`src/design/csc_consts.svh`:
```
// Offsets, field positions, reset values and timing counts of the clock source controller.
`ifndef CSC_CONSTS_SVH
`define CSC_CONSTS_SVH
// Register byte offsets on the Avalon-MM slave.
`define CSC_OFS_CLOCK_CONTROL   4'h0
`define CSC_OFS_CLOCK_SELECT    4'h4
`define CSC_OFS_BACKUP_DOMAIN   4'h8
`define CSC_OFS_CLOCK_INTERRUPT 4'hc
// Clock control register fields.
`define CSC_CC_INT_FAST_EN 0
`define CSC_CC_EXT_FAST_EN 1
`define CSC_CC_EXT_FAST_BYP 2
`define CSC_CC_PLL_EN 3
`define CSC_CC_PLL_SRC 4
`define CSC_CC_MON_EN 5
`define CSC_CC_INT_SLOW_EN 6
// Clock select register fields (low bit of each two-bit field).
`define CSC_CS_SYS_LSB 0
`define CSC_CS_OUT_MUX_LSB 2
`define CSC_CS_RTC_LSB 4
// Backup domain control register fields.
`define CSC_BD_SLOW_EXT_EN 0
`define CSC_BD_SLOW_EXT_BYP 1
`define CSC_BD_DRIVE_LSB 2
// Clock interrupt register fields.
`define CSC_CI_FAST_RDY 0
`define CSC_CI_SLOW_RDY 1
`define CSC_CI_PLL_LOCK 2
`define CSC_CI_SYS_LSB 4
`define CSC_CI_FAIL 8
// Reset values.
`define CSC_RST_INT_FAST_EN 1'b1
`define CSC_RST_INT_SLOW_EN 1'b1
`define CSC_RST_DRIVE 2'h0
// Timing: clock period and the silence that counts as a failed oscillator.
`define CSC_CLK_PERIOD_NS 4
`define CSC_FAIL_TIMEOUT_NS 256
`define CSC_FAIL_CYC ((`CSC_FAIL_TIMEOUT_NS + `CSC_CLK_PERIOD_NS - 1) / `CSC_CLK_PERIOD_NS)
// Oscillator edges counted before a ready flag is set.
`define CSC_FAST_START_EDGES 12'h400
`define CSC_SLOW_START_EDGES 12'h040
`endif

```
`src/design/csc_pkg.sv`:
```
// Types of the clock source controller.
package csc_pkg;
  typedef enum logic [2:0] {SW_RUN = 3'b001, SW_DRAIN = 3'b010, SW_GAP = 3'b100} csc_sw_t;
  typedef enum logic [1:0] {SRC_INT_FAST = 2'h0, SRC_EXT_FAST = 2'h1, SRC_PLL = 2'h2,
                            SRC_NONE = 2'h3} csc_src_t;
  typedef struct packed {
    logic        read;
    logic        write;
    logic [3:0]  address;
    logic [3:0]  byteenable;
    logic [31:0] writedata;
  } csc_bus_req_t;
  typedef struct packed {
    logic        waitrequest;
    logic [31:0] readdata;
  } csc_bus_rsp_t;
  typedef struct packed {
    logic int_fast;
    logic fast_pin;
    logic int_slow;
    logic slow_pin;
    logic pll_clk;
    logic pll_lock;
  } csc_fast_osc_input_pin_t;
  typedef struct packed {
    logic sys_clk;
    logic pll_ref;
    logic out_mux;
    logic wdg;
    logic rtc;
    logic fast_ext;
    logic slow_ext;
  } csc_clk_out_t;
  typedef struct packed {
    logic       fast_xtal_on;
    logic       fast_out_gpio;
    logic       slow_xtal_on;
    logic       slow_out_gpio;
    logic [1:0] slow_drive;
    logic       pll_enable;
    logic       pll_src_ext;
  } csc_pin_ctl_t;
  typedef struct packed {
    logic        wait_r;
    logic [31:0] rdata;
    logic        int_fast_en;
    logic        ext_fast_en;
    logic        ext_fast_byp;
    logic        pll_en;
    logic        pll_src;
    logic        mon_en;
    logic        int_slow_en;
    csc_src_t    sys_req;
    logic [1:0]  out_mux_sel;
    logic [1:0]  rtc_sel;
    logic        slow_ext_en;
    logic        slow_ext_byp;
    logic [1:0]  slow_drv;
    logic        int_prev;
    logic        int_half;
    logic        fast_prev;
    logic [11:0] fast_cnt;
    logic        fast_rdy;
    logic        slow_prev;
    logic [11:0] slow_cnt;
    logic        slow_rdy;
    logic [7:0]  mon_cnt;
    logic        fail;
    logic        brk;
    csc_src_t    sys_cur;
    csc_sw_t     sw_st;
    csc_clk_out_t clk;
    csc_pin_ctl_t pin;
  } csc_state_t;
endpackage

```
`src/design/csc_top.sv`:
```
// Clock source controller: oscillator gating, system clock switch and failure monitor.
// Operation
// RL1 - System clock comes from exactly one of internal fast, external fast or PLL.
// RL2 - Internal fast oscillator feeds system clock directly, halved as PLL reference.
// RL3 - External fast ready flag set when stable; clock withheld until then.
// RL4 - External fast oscillator follows its software enable bit.
// RL5 - Fast bypass plus enable takes an external clock; output pin goes to GPIO.
// RL6 - Slow crystal follows its enable; drive strength changeable at runtime.
// RL7 - Slow ready flag set when stable; slow clock withheld until then.
// RL8 - Slow bypass plus enable takes an external clock; slow output pin freed.
// RL9 - Every clock source can be switched on or off on its own; the internal fast oscillator is held on while it is the system clock.
// RL10 - Internal fast oscillator routable to clock output mux and timer input.
// RL11 - Internal slow oscillator clocks watchdog, optionally RTC, in low power too.
// RL12 - External slow oscillator selectable as RTC clock.
// RL13 - Failure monitor runs only after fast startup, stops when oscillator stops.
// RL14 - On failure disable external fast oscillator and send timer break event.
// RL15 - On failure raise the clock fail interrupt onto the non-maskable vector.
// RL16 - Failure while external fast drives system clock switches to internal fast.
// RL17 - Failure while PLL on external fast is system clock also disables PLL.
// RL18 - Ready flags clear on disable; system clock switches are glitch free.
//
// Design decisions made here: the register addresses and the Avalon-MM register port.
`timescale 1ns/10ps
`default_nettype none
`include "csc_consts.svh"
module csc_top
  import csc_pkg::*;
(
  // Clock and reset.
  input  wire logic         i_clk,
  input  wire logic         i_rst_n,
  // Avalon-MM register slave.
  input  wire csc_bus_req_t i_bus,
  output var  csc_bus_rsp_t o_bus,
  // Oscillator and PLL levels, sampled on i_clk.
  input  wire csc_fast_osc_input_pin_t  i_osc,
  // Gated clocks, pin control and events.
  output var  csc_clk_out_t o_clk,
  output var  csc_pin_ctl_t o_pin,
  output logic              o_timer_break,
  output logic              o_clock_fail_interrupt
);

  csc_state_t st_r;
  csc_state_t st_nxt;
  logic       int_edge;
  logic       fast_edge;
  logic       slow_edge;
  logic       mon_active;
  logic       fail_evt;
  logic       cur_lvl;
  logic       req_ok;
  logic       wr_go;
  logic       bus_req;

  // Picks the sampled level of one system clock source.
  function automatic logic src_level(input csc_src_t s, input csc_fast_osc_input_pin_t o);
    case (s)
      SRC_INT_FAST: src_level = o.int_fast;
      SRC_EXT_FAST: src_level = o.fast_pin;
      SRC_PLL:      src_level = o.pll_clk;
      default:      src_level = 1'b0;
    endcase
  endfunction

  // Builds the read word for one register offset; unmapped offsets read zero.
  function automatic logic [31:0] rd_word(input logic [3:0] a, input csc_state_t s,
                                          input logic lock);
    rd_word = 32'h0;
    case (a)
      `CSC_OFS_CLOCK_CONTROL:
      begin
        rd_word[`CSC_CC_INT_FAST_EN]  = s.int_fast_en;
        rd_word[`CSC_CC_EXT_FAST_EN]  = s.ext_fast_en;
        rd_word[`CSC_CC_EXT_FAST_BYP] = s.ext_fast_byp;
        rd_word[`CSC_CC_PLL_EN]       = s.pll_en;
        rd_word[`CSC_CC_PLL_SRC]      = s.pll_src;
        rd_word[`CSC_CC_MON_EN]       = s.mon_en;
        rd_word[`CSC_CC_INT_SLOW_EN]  = s.int_slow_en;
      end
      `CSC_OFS_CLOCK_SELECT:
      begin
        rd_word[`CSC_CS_SYS_LSB +: 2] = s.sys_req;
        rd_word[`CSC_CS_OUT_MUX_LSB +: 2] = s.out_mux_sel;
        rd_word[`CSC_CS_RTC_LSB +: 2] = s.rtc_sel;
      end
      `CSC_OFS_BACKUP_DOMAIN:
      begin
        rd_word[`CSC_BD_SLOW_EXT_EN]    = s.slow_ext_en;
        rd_word[`CSC_BD_SLOW_EXT_BYP]   = s.slow_ext_byp;
        rd_word[`CSC_BD_DRIVE_LSB +: 2] = s.slow_drv;
      end
      `CSC_OFS_CLOCK_INTERRUPT:
      begin
        rd_word[`CSC_CI_FAST_RDY]      = s.fast_rdy;
        rd_word[`CSC_CI_SLOW_RDY]      = s.slow_rdy;
        rd_word[`CSC_CI_PLL_LOCK]      = lock;
        rd_word[`CSC_CI_SYS_LSB +: 2]  = s.sys_cur;
        rd_word[`CSC_CI_FAIL]          = s.fail;
      end
      default: rd_word = 32'h0;
    endcase
  endfunction

  // Edge detection on the sampled oscillator levels and monitor qualifiers.
  assign int_edge   = i_osc.int_fast & ~st_r.int_prev;
  assign fast_edge  = i_osc.fast_pin & ~st_r.fast_prev;
  assign slow_edge  = i_osc.slow_pin & ~st_r.slow_prev;
  assign mon_active = st_r.mon_en & st_r.ext_fast_en & st_r.fast_rdy;  // [RL13]
  assign fail_evt   = mon_active & ~fast_edge & (st_r.mon_cnt == 8'(`CSC_FAIL_CYC - 1));
  assign cur_lvl    = src_level(st_r.sys_cur, i_osc);
  assign bus_req    = i_bus.read | i_bus.write;
  assign wr_go      = i_bus.write & ~st_r.wait_r & i_bus.byteenable[0];

  // A target source may be switched to only once it runs and is stable.
  always_comb
  begin
    case (st_r.sys_req)
      SRC_INT_FAST: req_ok = st_r.int_fast_en;
      SRC_EXT_FAST: req_ok = st_r.fast_rdy;                            // [RL3]
      SRC_PLL:      req_ok = st_r.pll_en & i_osc.pll_lock;
      default:      req_ok = 1'b0;
    endcase
  end

  // Next-state logic for the whole block.
  always_comb
  begin
    st_nxt = st_r;
    // Bus handshake: waitrequest drops for one cycle, one cycle after the request.
    st_nxt.wait_r = bus_req ? ~st_r.wait_r : 1'b1;
    if (bus_req && st_r.wait_r)
      st_nxt.rdata = rd_word(i_bus.address, st_r, i_osc.pll_lock);
    // Software writes to the control bits.
    if (wr_go)
    begin
      case (i_bus.address)
        `CSC_OFS_CLOCK_CONTROL:
        begin
          st_nxt.int_fast_en  = i_bus.writedata[`CSC_CC_INT_FAST_EN];  // [RL9]
          st_nxt.ext_fast_en  = i_bus.writedata[`CSC_CC_EXT_FAST_EN];  // [RL4]
          st_nxt.ext_fast_byp = i_bus.writedata[`CSC_CC_EXT_FAST_BYP]; // [RL5]
          st_nxt.pll_en       = i_bus.writedata[`CSC_CC_PLL_EN];
          st_nxt.pll_src      = i_bus.writedata[`CSC_CC_PLL_SRC];
          st_nxt.mon_en       = i_bus.writedata[`CSC_CC_MON_EN];
          st_nxt.int_slow_en  = i_bus.writedata[`CSC_CC_INT_SLOW_EN];
        end
        `CSC_OFS_CLOCK_SELECT:
        begin
          st_nxt.sys_req = csc_src_t'(i_bus.writedata[`CSC_CS_SYS_LSB +: 2]);
          st_nxt.out_mux_sel = i_bus.writedata[`CSC_CS_OUT_MUX_LSB +: 2];
          st_nxt.rtc_sel = i_bus.writedata[`CSC_CS_RTC_LSB +: 2];
        end
        `CSC_OFS_BACKUP_DOMAIN:
        begin
          st_nxt.slow_ext_en  = i_bus.writedata[`CSC_BD_SLOW_EXT_EN];  // [RL6]
          st_nxt.slow_ext_byp = i_bus.writedata[`CSC_BD_SLOW_EXT_BYP]; // [RL8]
          st_nxt.slow_drv     = i_bus.writedata[`CSC_BD_DRIVE_LSB +: 2];
        end
        `CSC_OFS_CLOCK_INTERRUPT:
          if (i_bus.writedata[`CSC_CI_FAIL])
            st_nxt.fail = 1'b0;
        default: st_nxt.fail = st_r.fail;
      endcase
    end
    // The internal fast oscillator cannot be stopped while it is the system clock source.
    if (st_r.sys_cur == SRC_INT_FAST)
      st_nxt.int_fast_en = 1'b1;
    // Fast external startup: count stable edges, drop ready when disabled.
    st_nxt.fast_prev = i_osc.fast_pin;
    if (!st_r.ext_fast_en)
    begin
      st_nxt.fast_cnt = 12'h0;
      st_nxt.fast_rdy = 1'b0;                                          // [RL18]
    end
    else if (!st_r.fast_rdy && fast_edge)
    begin
      st_nxt.fast_cnt = st_r.fast_cnt + 12'h1;
      st_nxt.fast_rdy = (st_r.fast_cnt == `CSC_FAST_START_EDGES - 12'h1); // [RL3]
    end
    // Slow external startup, same scheme.
    st_nxt.slow_prev = i_osc.slow_pin;
    if (!st_r.slow_ext_en)
    begin
      st_nxt.slow_cnt = 12'h0;
      st_nxt.slow_rdy = 1'b0;                                          // [RL18]
    end
    else if (!st_r.slow_rdy && slow_edge)
    begin
      st_nxt.slow_cnt = st_r.slow_cnt + 12'h1;
      st_nxt.slow_rdy = (st_r.slow_cnt == `CSC_SLOW_START_EDGES - 12'h1); // [RL7]
    end
    // Failure monitor: count cycles since the last fast external edge.
    if (!mon_active || fast_edge)
      st_nxt.mon_cnt = 8'h0;                                           // [RL13]
    else if (!fail_evt)
      st_nxt.mon_cnt = st_r.mon_cnt + 8'h1;
    else
      st_nxt.mon_cnt = 8'h0;
    // Glitch-free switch: finish the old high phase, idle low, start on a low.
    case (st_r.sw_st)
      SW_RUN:
      begin
        st_nxt.clk.sys_clk = cur_lvl;
        if (st_r.sys_req != st_r.sys_cur && req_ok)
          st_nxt.sw_st = SW_DRAIN;                                     // [RL1]
      end
      SW_DRAIN:
      begin
        st_nxt.clk.sys_clk = cur_lvl;
        if (!cur_lvl)
        begin
          st_nxt.sw_st = SW_GAP;                                       // [RL18]
          if (st_r.sys_req != SRC_NONE)
            st_nxt.sys_cur = st_r.sys_req;
        end
      end
      SW_GAP:
      begin
        st_nxt.clk.sys_clk = 1'b0;
        if (!cur_lvl)
          st_nxt.sw_st = SW_RUN;
      end
      default:
      begin
        st_nxt.clk.sys_clk = 1'b0;
        st_nxt.sw_st       = SW_GAP;
      end
    endcase
    // Failover on a detected external fast failure; wins over any software write.
    st_nxt.brk = fail_evt;                                             // [RL14]
    if (fail_evt)
    begin
      st_nxt.fail        = 1'b1;                                       // [RL15]
      st_nxt.ext_fast_en = 1'b0;                                       // [RL14]
      if (st_r.sys_cur == SRC_EXT_FAST || (st_r.sys_cur == SRC_PLL && st_r.pll_src))
      begin
        st_nxt.sys_cur     = SRC_INT_FAST;                             // [RL16]
        st_nxt.sys_req     = SRC_INT_FAST;
        st_nxt.int_fast_en = 1'b1;
        st_nxt.sw_st       = SW_GAP;
        st_nxt.clk.sys_clk = 1'b0;
        if (st_r.sys_cur == SRC_PLL)
          st_nxt.pll_en = 1'b0;                                        // [RL17]
      end
    end
    // Internal fast oscillator halved for the PLL reference.
    st_nxt.int_prev = i_osc.int_fast;
    if (int_edge)
      st_nxt.int_half = ~st_r.int_half;                                // [RL2]
    st_nxt.clk.pll_ref = st_r.pll_src ? (st_r.fast_rdy & i_osc.fast_pin)
                                      : (st_r.int_fast_en & st_r.int_half);
    // Gated oscillator clocks for their consumers.
    st_nxt.clk.fast_ext = st_r.fast_rdy & i_osc.fast_pin;              // [RL3]
    st_nxt.clk.slow_ext = st_r.slow_rdy & i_osc.slow_pin;              // [RL7]
    st_nxt.clk.wdg      = st_r.int_slow_en & i_osc.int_slow;           // [RL11]
    case (st_r.rtc_sel)
      2'h1:    st_nxt.clk.rtc = st_r.slow_rdy & i_osc.slow_pin;        // [RL12]
      2'h2:    st_nxt.clk.rtc = st_r.int_slow_en & i_osc.int_slow;     // [RL11]
      default: st_nxt.clk.rtc = 1'b0;
    endcase
    // Clock output mux, which also feeds the calibration timer input.
    case (st_r.out_mux_sel)
      2'h1:    st_nxt.clk.out_mux = st_r.int_fast_en & i_osc.int_fast; // [RL10]
      2'h2:    st_nxt.clk.out_mux = st_r.clk.sys_clk;
      2'h3:    st_nxt.clk.out_mux = st_r.fast_rdy & i_osc.fast_pin;
      default: st_nxt.clk.out_mux = 1'b0;
    endcase
    // Pin and PLL control taken from the next control bits.
    st_nxt.pin.fast_xtal_on  = st_nxt.ext_fast_en & ~st_nxt.ext_fast_byp;  // [RL5]
    st_nxt.pin.fast_out_gpio = st_nxt.ext_fast_en & st_nxt.ext_fast_byp;   // [RL5]
    st_nxt.pin.slow_xtal_on  = st_nxt.slow_ext_en & ~st_nxt.slow_ext_byp;  // [RL8]
    st_nxt.pin.slow_out_gpio = st_nxt.slow_ext_en & st_nxt.slow_ext_byp;   // [RL8]
    st_nxt.pin.slow_drive    = st_nxt.slow_drv;                            // [RL6]
    st_nxt.pin.pll_enable    = st_nxt.pll_en;                              // [RL9]
    st_nxt.pin.pll_src_ext   = st_nxt.pll_src;
  end

  // State register with asynchronous reset.
  always_ff @(posedge i_clk or negedge i_rst_n)
  begin
    if (!i_rst_n)
    begin
      st_r             <= '0;
      st_r.wait_r      <= 1'b1;
      st_r.int_fast_en <= `CSC_RST_INT_FAST_EN;
      st_r.int_slow_en <= `CSC_RST_INT_SLOW_EN;
      st_r.slow_drv    <= `CSC_RST_DRIVE;
      st_r.sys_req     <= SRC_INT_FAST;
      st_r.sys_cur     <= SRC_INT_FAST;
      st_r.sw_st       <= SW_GAP;
    end
    else
      st_r <= st_nxt;
  end

  // Outputs straight from the state register.
  assign o_bus.waitrequest     = st_r.wait_r;
  assign o_bus.readdata        = st_r.rdata;
  assign o_clk                 = st_r.clk;
  assign o_pin                 = st_r.pin;
  assign o_timer_break         = st_r.brk;
  assign o_clock_fail_interrupt = st_r.fail;
endmodule
`default_nettype wire

```
`config.mk`:
```
export PLATFORM = sky130hd
export DESIGN_NAME = csc_top
export DESIGN_NICKNAME = d
export VERILOG_FILES = /design/src/design/csc_pkg.sv /design/src/design/csc_top.sv
export VERILOG_INCLUDE_DIRS = /design/src /design/src/design
export SDC_FILE = /design/constraint.sdc
export NUM_CORES = 1
export LEC_CHECK = 0
export BUFFER_PORTS_ARGS = -buffer_cell sky130_fd_sc_hd__buf_2
export CAP_MARGIN = 0
export CORE_ASPECT_RATIO = 1.75
export CORE_MARGIN = 4
export CORE_UTILIZATION = 30
export DETAILED_ROUTE_END_ITERATION = 12
export GPL_TIMING_DRIVEN = 1
export PLACE_DENSITY = 0.54
export RECOVER_POWER = 25
export SLEW_MARGIN = 15
export SYNTH_ARGS = -nofsm -noshare
export SYNTH_HDL_FRONTEND = slang
export SYNTH_SLANG_ARGS = --single-unit
```
`constraint.sdc`:
```
create_clock -name i_clk -period 4.75 [get_ports i_clk]
set_input_delay 0.475 -clock i_clk [delete_from_list [all_inputs] [get_ports i_clk]]
set_output_delay 0.475 -clock i_clk [all_outputs]
set_load 0.01 [all_outputs]
```
After elaboration in Yosys (flattened, before gate mapping)

Index checks and enable logic that the tools add are counted.

Add/sub/neg operators: 3
Equal/unequal tests: 22
Multiplexer cells: 41
Bitwise gates (word level): 28
Reductions and logical operators: 20

Operators with widths:

| operator              | count |
|---|---|
| $mux 13               | 4 |
| $add 12x1->12 const B | 2 |
| $and 1x1->1           | 19 |
| $mux 6                | 3 |
| $mux 17               | 1 |
| $mux 8                | 2 |
| $mux 1                | 13 |
| $eq 12x10->1 const B  | 1 |
| $eq 12x6->1 const B   | 1 |
| $pmux 1 s3            | 4 |
| $pmux 3 s4            | 1 |
| $pmux 4 s3            | 1 |
| $eq 2x2->1 const B    | 5 |
| $mux 2                | 5 |
| $add 8x1->8 const B   | 1 |
| $eq 2x1->1 const B    | 4 |
| $eq 4x4->1 const B    | 2 |
| $eq 8x6->1 const B    | 1 |
| $not 1->1             | 8 |
| $mux 7                | 1 |
| $mux 3                | 2 |
| $pmux 2 s3            | 1 |
| $reduce_and 2->1      | 3 |
| $reduce_bool 2->1     | 3 |
| 17 further kinds      | 26 |

Register bits after elaboration: 82
Input bits: 50
Output and inout bits: 50
Logic and storage cells: 153

Depth between registers and ports, before layout

Gate-level depths: netlist (run 1).

Depth after elaboration: 8
Depth in mapped cells: 5
Gate-level depth less buffers: 5

Least setup slack after synthesis (run 1)

OpenSTA, ideal clock, no wires.

Path kind: in2reg
From: in i_bus[37] (netlist name)
To: reg st_r (netlist bit o_pin[7])
Library setup time: 0.078 ns
Arrival time: 1.566 ns
Data required time: 4.672 ns
Path slack: 3.106 ns
Stages: 5
Buffers on the path: 1
Cell sequence: nor4b_4 > nand3_1 > buf_2 > or3b_1 > a21oi_1

RTL lines:

| element              | RTL line       | text |
|---|---|---|
| from (decl)          | csc_top.sv:33  | `input wire csc_bus_req_t i_bus,` |
| to (signal assigned) | csc_top.sv:294 | `st_r <= st_nxt;` |
| to (decl)            | csc_top.sv:44  | `csc_state_t st_r;` |

==> flow_summary.toml, run 1 <==
[status]
status = "complete, but fails checks"
violations = "capacitance limit, slew limit"

[sta]
drv_slew = 39
worst_slack_ns = 2.59
max_freq_mhz = 463
worst_slew_pin_slew_ns = 2.17
post-route-period-util_pct = 45.4
setup_tns_ns = 0
fin_crit_ns = 2.16
setup_viol = 0
fin_skew_ns = 0.00857
rsz0062_at_grt = "false"
relSlewSlack_pct = -44.5
hold_viol_final = 0

[cells_and_area]
final_area_um2 = 4750
final_nets = 475
insertedDiodeCount = 0
drive_gt1_share_pct = 21.4
post-route-util_pct = 34.1
syn2layout_area_growth_pct = 11.1

[power]
ir_worst_vdd_v = 0.000181
leakage_nw = 2.19
power_mw = 1.81
p_per_area_nw_per_um2 = 381

[detailed_routing]
dr_wl_met2_mm = 4.87
top_layer = "met4"
wire_per_inst_um = 15.1
vias_per_cell = 4.70
met1_length_mm = 3.54
wirelength_mm = 9.08
initialDrtViolationCount = 88
drt_pass1_iterations = 4
vias = 2832
drcViolationCount = 0
route.met3.wl_um = 496
final_antenna_net_count = 0

[floorplan]
chipWidth_um = 98.2
ios = 100
fp.dieH_um = 166
die_area_um2 = 16300
rows = 57
core_area_um2 = 13900
initial_utilization_pct = 30.7

[clock_tree]
cts_buffers = 9
cts_resized = 0
clk-insertion-delay-late_ns = 0.34
clock_sinks = 82
postCtsSetupRepairBufs = 0
htreeDepth = 3
hold_buffers = 0
cts_tree = "done"
clockBufferDepth = 2
cts-root-buf = "clkbuf_16"
clkSlewWorstSetupHoldPaths_ns = 0.07

[setup_path]
ff2ff_setup_slack_ns = 2.59
start_kind = "register"
crit_arrival_ns = 2.42
path_cells = "o2111ai_1 > nor3_2 > o21bai_1"
rr_endpoint = "st_r[17]"
critPathMaxStageDelay_ns = 0.73
r2r_cells = 3
r2r_start = "st_r[75]"
end_kind = "register"
endpoint = "st_r[17]"
required_ns = 5.01
crit_slowest_cell = "dfrtp_1"
cp-startpoint = "st_r[75]"
path_max_fanout = 20
critPathKind = "reg -> reg"

[placement]
dpl_cell_area_um2 = 4410
dp_slack_ns = 2.43
finalWeightedCongestion = 0.794
portBuffers = 48
hpwl_mm = 6.73

[global_routing]
grt_pass1_vias = 2928
grt_pass1_wl_mm = 14.9
grt_max_degree = 83
antenna_found_initial = 0
overflow = 0
grt_usage_pct = 11.4

[yosys]
synth_edf_count = 0
syn_avg_cell_area_um2 = 10.8
ys_seq_elements = 82
syn-instance-count = 396
synth.cell_area_um2 = 4270
ys.flop_type = "dfrtp_1"
ys_types = 60
ys.warnings.count = 0
async_reset_ff_share_pct = 100
synth-seq-area-share_pct = 48.2

[job]
maxCapViolCount = 1

[min_path]
hp-class = "in -> reg"
## layout make-up
type,count,area [um^2]
fillers,1427,9160
well taps,177,221
repair buffers,49,255
multi-input cells,270,1860
inverters,8,30.0
flip-flops and latches,82,2060
clock inverters,7,101
clock buffers,9,225
## per-stage QoR
| stage | hold WS (ns) | cells |
|---|---|---|
| after global placement | 0.460 | 585 |
| after CTS | 0.270 | 601 |
| after detailed placement | 0.462 | 585 |
| after floorplan | 0.179 | 419 |
| final | 0.293 | 602 |
| after global routing | 0.292 | 602 |
## cell families (layout without fill, tap and decap cells)
family / after synthesis / count (layout) / share of synthesized area [%]
adder cells (fa/ha/maj): 5 / 5 / 1.46
flip-flops: 82 / 82 / 48.2
multiplexers: 30 / 30 / 8.41
other: 1 / 24 / 0.0878
AO/OA/AOI/OAI: 39 / 39 / 6.68
XOR/XNOR: 28 / 28 / 5.74
buffers and inverters: 67 / 73 / 10.4
AND/OR/NAND/NOR: 144 / 144 / 19.0
## sequential cells by signal, indices dropped and copies added (netlist names)
signal,flops
o_clock_fail_interrupt,1
o_clk,7
o_pin,8
st_r,56
o_timer_break,1
o_bus,9
## per-layer routing
layer | global-route usage (%) | vias up
met3 | 3.49 | 10
met1 | 11.9 | 1398
met2 | 20.9 | 70
met4 | 4.22 | 0
li1 | - | 1354
met5 | 0 | -
## placed cells by master (no fill, tap or decap), types with 9 or more instances in the layout
cell type,Yosys,routed
mux2_2,13,13
mux2i_1,13,13
nand2_1,26,26
clkbuf_16,0,9
xor2_1,15,15
xnor2_1,13,13
o21ai_0,10,10
nor2_1,28,28
buf_2,3,44
conb_1,1,24
and2_1,12,9
dfrtp_1,78,78
nand3_1,20,20
## critical path: cells and delay by family, from the launching register on
kind	cells	cell delay [ns]
compound gates	2	0.66
flops	1	0.73
simple gates	1	0.68
## where the power goes
| group | switching, mW | internal [mW] | leakage, nW | total, mW |
|---|---|---|---|---|
| Sequential | 0.0738 | 0.756 | 1.11 | 0.830 |
| Combinational | 0.120 | 0.104 | 0.931 | 0.224 |
| Clock | 0.291 | 0.464 | 0.152 | 0.755 |
## synthesized netlist by cell type, types with 2 or more instances
cell	count	area share [%]
a21oi_1	8	0.94
a22o_1	6	1.2
and2_1	12	1.8
and3_1	4	0.59
and3b_1	2	0.41
and4_1	2	0.41
buf_2	3	0.35
buf_4	48	8.4
clkbuf_1	6	0.53
dfrtp_1	78	46
dfstp_2	4	2.5
ha_1	5	1.5
inv_1	7	0.62
mux2_2	13	3.4
mux2i_1	13	3.0
mux4_2	3	1.6
nand2_1	26	2.3
nand2b_1	7	1.0
nand3_1	20	2.3
nand3b_1	3	0.53
nand4_1	7	1.0
nand4b_1	2	0.41
nor2_1	28	2.5
nor3_1	8	0.94
nor3b_1	4	0.70
nor4_1	2	0.29
nor4_2	2	0.59
o21ai_0	10	1.2
or3_1	2	0.29
or3b_1	4	0.82
or3b_2	2	0.41
xnor2_1	13	2.7
xor2_1	15	3.1
## worst min path at each step
| stage | from | endpoint | slack (ns) | cells past startpoint |
|---|---|---|---|---|
| finish | i_osc[2] | st_r[43] | 0.29 | 1 |
| detailed placement | st_r[56] | st_r[44] | 0.46 | 1 |
| floorplan | i_rst_n | o_bus[0] | 0.18 | 0 |
| global route | i_osc[2] | st_r[43] | 0.29 | 1 |
| global placement | o_bus[8] | o_bus[8] | 0.46 | 2 |
| CTS | i_osc[2] | st_r[43] | 0.27 | 1 |
No activity file was read; power rests on OpenSTA's default activity.
==> run 2, diff against run 1 <==
- ABC_AREA: unset -> 1
- PLACE_DENSITY: 0.54 -> 0.53
- clock period: 4.75 -> 2.2 ns (I/O delays scaled with it)
==> run 2 against run 1 <==
Net effect: the flow now finishes without violations; critical path depth up 3; die area up 3.7%; via count up 21%; highest routed layer unchanged.
==> flow_summary.toml, run 2 <==
[power]
power_mw = 4.22
leakage_nw = 2.56
ir_worst_vdd_v = 0.000379
p_per_area_nw_per_um2 = 845

[clock_tree]
cts-root-buf = "clkbuf_16"
clk-insertion-delay-late_ns = 0.34
htreeDepth = 3
cts_tree = "done"
cts_buffers = 9
clockBufferDepth = 2
cts_resized = 0
clock_sinks = 82
clkSlewWorstSetupHoldPaths_ns = 0.06

[global_routing]
antenna_found_initial = 0
grt_usage_pct = 12.6
grt_max_degree = 36
grt_pass1_vias = 3500
overflow = 0
grt_pass1_wl_mm = 16.8

[floorplan]
core_area_um2 = 14400
fp.dieH_um = 169
ios = 100
rows = 58
die_area_um2 = 16900
initial_utilization_pct = 30.7
chipWidth_um = 100

[cells_and_area]
final_common_cell = "nand2_1"
post-route-util_pct = 34.6
syn2layout_area_growth_pct = 12.4
insertedDiodeCount = 0
final_nets = 641
regMostFlops = "st_r"
drive_gt1_share_pct = 15.6
mostFrequentLayoutCells = "131 x nand2_1, 78 x dfrtp_1, 76 x inv_1"
largest_reg_flops = 56

[min_path]
hold_end = "st_r[43]"
hold_path_depth = 1
hp-class = "in -> reg"
hp-start = "i_osc[2]"

[sta]
hold_viol_final = 0
worst_slew_pin_slew_ns = 0.960
setup_tns_ns = 0
fin_crit_ns = 1.46
setup_viol = 0
post-route-period-util_pct = 66.4
rsz0062_at_grt = "false"
fin_skew_ns = 0.00483
max_freq_mhz = 685
relSlewSlack_pct = 36.0
worst_slack_ns = 0.740
drv_slew = 0

[setup_path]
end_kind = "register"
critPathKind = "reg -> reg"
r2r_start = "st_r[30]"
ff2ff_setup_slack_ns = 0.74
start_kind = "register"
crit_arrival_ns = 1.69
path_max_fanout = 9
rr_endpoint = "st_r[40]"
required_ns = 2.43
r2r_cells = 6

[yosys]
synth_top_cell_by_area = "dfrtp_1"
ys.warnings.count = 0
synth-seq-area-share_pct = 46.3
synth_edf_count = 0
yosysMostFrequentCell = "nand2_1"
synth.cell_area_um2 = 4440
syn-instance-count = 554
async_reset_ff_share_pct = 100
synth_area_leaders = "dfrtp_1 44%, nand2_1 11%, buf_4 8.3%"
ys_types = 38
ys_seq_elements = 82
synth_top_area_share_pct = 44.0
ys.flop_type = "dfrtp_1"
synthTopCellsByCount = "131 x nand2_1, 78 x dfrtp_1, 76 x inv_1"
syn_avg_cell_area_um2 = 8.02

[detailed_routing]
wire_per_inst_um = 13.3
wirelength_mm = 10.2
vias_per_cell = 4.44
drt_pass1_iterations = 4
initialDrtViolationCount = 168
vias = 3425
final_antenna_net_count = 0
drcViolationCount = 0

[status]
status = "completed"

[placement]
finalWeightedCongestion = 0.887
portBuffers = 48
hpwl_mm = 8.04
dp_slack_ns = 0.731

[job]
maxCapViolCount = 0
## run 2: cell type report
class	instances	area, um^2
timing repair buffer	53	285
multi-input combinational	361	1770
fill	1508	9450
clock inverter	6	114
tap	180	225
sequential	82	2060
clock buffer	10	239
inverter	79	297
## run 2: worst max path at each step
| stage | to | from | depth (start not counted) | slack [ns] |
|---|---|---|---|---|
| final | st_r[40] | st_r[30] | 6 | 0.74 |
| after detailed placement | st_r[50] | st_r[44] | 6 | 0.73 |
| after global routing | st_r[28] | st_r[22] | 6 | 0.58 |
| after CTS | st_r[28] | st_r[22] | 6 | 0.72 |
| after global placement | st_r[27] | st_r[22] | 6 | 0.73 |
| after floorplan | o_pin[1] | st_r[22] | 8 | 0.91 |
## run 2: critical path, cell delays in order (launching register included)
cell      delay [ns]
dfrtp_1         0.40
inv_1           0.09
nand3_2         0.19
nor2_1          0.31
nand3_1         0.17
o21bai_1        0.15
nor2_1          0.05
## run 2: stage by stage
stage | instances | hold WS [ns] | area [um^2]
floorplan | 577 | -0.0756 | 4530
global placement | 754 | 0.218 | 4640
detailed placement | 754 | 0.219 | 4640
CTS | 771 | 0.0240 | 5000
global route | 771 | 0.0658 | 4990
finish | 771 | 0.0480 | 4990
## run 2: metal layers
layer  vias to the layer above  GRT usage, %  part of all wire (%)
li1                       1738             -                     -
met1                      1604          13.0                    37
met2                        61          23.9                    56
met3                        22          2.56                   3.9
met4                         0          5.89                   3.5
met5                         -             0                     0
## run 2: report_power, final
group	internal [mW]	total, mW	leakage, nW	switching, mW
clock network	1.14	1.76	0.165	0.621
registers	1.69	1.82	1.07	0.135
logic	0.225	0.631	1.33	0.407
## run 2: kinds of logic (layout without fill, tap and decap cells)
logic type	after synthesis	in the layout	synth area share, %
simple gates	262	262	26.9
other cells	1	24	0.0844
mux	1	1	0.254
xor+xnor	8	8	1.58
flops	82	82	46.3
compound gates	61	61	7.80
fa+ha+maj	5	5	1.41
buf+inv	134	148	15.7
## run 2: repair_timing
| item | CTS | global route |
|---|---|---|
| setup buffers | 0 | 0 |
| hold endpoints to repair | 29 | 0 |
| hold buffers | 1 | 0 |
==> run 3, diff against run 2 <==
- PLACE_DENSITY: 0.53 -> 0.55
- clock period: 2.2 -> 1.2 ns (I/O delays scaled with it)
==> run 3 against run 2 <==
Net effect: clock skew up 0.0070 ns; final cell count up 8.2%; critical path depth up 1; combinational power rose to 2.7 times the previous value; first-iteration DRC count down 20%; global-route usage up 0.69 points; sequential share of layout area down 6.4 points; the flow now finishes with violations (setup timing); setup slack worse by 0.83 ns; register-to-register slack worse by 0.80 ns.
==> flow_summary.toml, run 3 (synthesis gave the netlist of run 2 again) <==
[status]
status = "complete, but fails checks"
violations = "setup timing"

[power]
leakage_nw = 2.93
ir_worst_vdd_v = 0.000721
power_mw = 7.80
p_per_area_nw_per_um2 = 1320

[sta]
worst_slew_pin_slew_ns = 0.687
relSlewSlack_pct = 54.2
fin_crit_ns = 1.29
post-route-period-util_pct = 108
worst_slack_ns = -0.0906
max_freq_mhz = 775
hold_viol_final = 0
drv_slew = 0
fin_skew_ns = 0.0118
setup_viol = 29
rsz0062_at_grt = "true"

[floorplan]
initial_utilization_pct = 30.7
die_area_um2 = 16900
core_area_um2 = 14400
chipWidth_um = 100
ios = 100
fp.dieH_um = 169
rows = 58

[detailed_routing]
vias = 3738
initialDrtViolationCount = 134
final_antenna_net_count = 0
vias_per_cell = 4.48
drcViolationCount = 0
wire_per_inst_um = 13.2
wirelength_mm = 11.0
drt_pass1_iterations = 4

[placement]
finalWeightedCongestion = 0.846
hpwl_mm = 8.32
portBuffers = 48
dp.cells = 802

[setup_path]
ff2ff_setup_slack_ns = -0.06
critPathMaxStageDelay_ns = 0.52
critPathKind = "in -> reg"
end_kind = "register"
path_cells = "dlygate4sd3_1 > clkbuf_1 > nand3_4 > nor2_4 > nand2_2 > o21ai_1 > a21oi_1"
crit_arrival_ns = 1.52
cp_num_buf_inv = 2
cp_top_family = "buffers and inverters"
crit_slowest_cell = "dlygate4sd3_1"
path_max_fanout = 6
start_kind = "input port"
required_ns = 1.43

[clock_tree]
cts_tree = "done"
cts-root-buf = "clkbuf_16"
cts_buffers = 9
clkSlewWorstSetupHoldPaths_ns = 0.07
clk-insertion-delay-late_ns = 0.34
clock_sinks = 82
clockBufferDepth = 2
htreeDepth = 3

[global_routing]
grt_pass1_wl_mm = 17.9
overflow = 0
grt_max_degree = 27
grt_pass1_vias = 3846
grt_usage_pct = 13.3
antenna_found_initial = 0

[cells_and_area]
syn2layout_area_growth_pct = 33.4
layout.cells.non_filler = 834
insertedDiodeCount = 0
final_nets = 704
mostFrequentLayoutCells = "110 x nand2_1, 73 x dfrtp_1, 59 x inv_1"
nFillCells = 1422
drive_gt1_share_pct = 37.9
largest_reg_flops = 56
regMostFlops = "st_r"
post-route-util_pct = 41.0
final_common_cell = "nand2_1"

[job]
maxCapViolCount = 0

[min_path]
hp-class = "in -> reg"
run 3: changes by cell type in the layout (fill, tap and decap cells not counted), moves of 10 or more:
cell | previous run | this run
buf_4 | 2 | 45
nor2_4 | 4 | 14
inv_2 | 2 | 17
buf_6 | 0 | 16
nand2_1 | 131 | 110
o21ai_0 | 32 | 18
nor2_1 | 56 | 37
nand3_1 | 31 | 19
nand2_2 | 1 | 15
inv_1 | 76 | 59
run 3: path summary, 6_finish.rpt:
path	start	end	cells after the start
min in group asynchronous	i_rst_n	o_bus[4]	2
setup / recovery	i_osc[2]	st_r[37]	7
setup reg to reg	st_r[23]	st_r[16]	6
max in group asynchronous	i_rst_n	st_r[70]	3
hold reg to reg	st_r[58]	st_r[58]	1
hold / removal	i_osc[3]	o_clk[3]	3
run 3: final cells by class:
class / instances / area, um^2 / share of cell area (%)
inverters: 79 / 304 / 5.13
clock inverters: 6 / 58.8 / 0.993
well taps: 180 / 225 / 3.80
repair buffers: 116 / 835 / 14.1
multi-input cells: 361 / 2210 / 37.3
flip-flops and latches: 82 / 2060 / 34.8
clock buffers: 10 / 229 / 3.87
run 3: metrics by stage:
step	area, um^2	setup slack (ns)	TNS [ns]	hold slack, ns
after CTS	5520	-0.0728	-0.550	-0.00625
after detailed placement	5030	-0.148	-2.07	0.0626
final	5920	-0.0906	-0.995	0.00222
after global placement	5030	-0.0756	-0.936	0.0585
after floorplan	4550	0.00184	0	-0.176
after global routing	5920	-0.155	-3.73	0.0179
run 3: layer usage:
layer	GRT usage [%]	vias up	routed length, um
li1	-	1873	-
met1	13.8	1785	4050
met2	25.8	65	6320
met3	2.76	15	382
met4	4.64	0	274
met5	0	-	0
run 3: repair_timing:
item	CTS	global route
endpoints found under the hold margin	23	1
pin swaps	10	30
setup endpoints to repair	44	61
buffers inserted	4	6
resized for setup	34	121
hold buffers	5	1
run 3: worst reg2reg max path, stage by stage (launching register included):
cell and delay [ns]:
dfrtp_1 0.40, ha_4 0.17, nand3_4 0.10, nor2_4 0.18, o211ai_4 0.14, nand2_2 0.13, nor2_2 0.04
run 3: power by group:
part / switching (mW) / total (mW) / internal (mW)
sequential: 0.290 / 3.39 / 3.10
clock: 1.09 / 2.69 / 1.60
combinational: 0.974 / 1.71 / 0.739
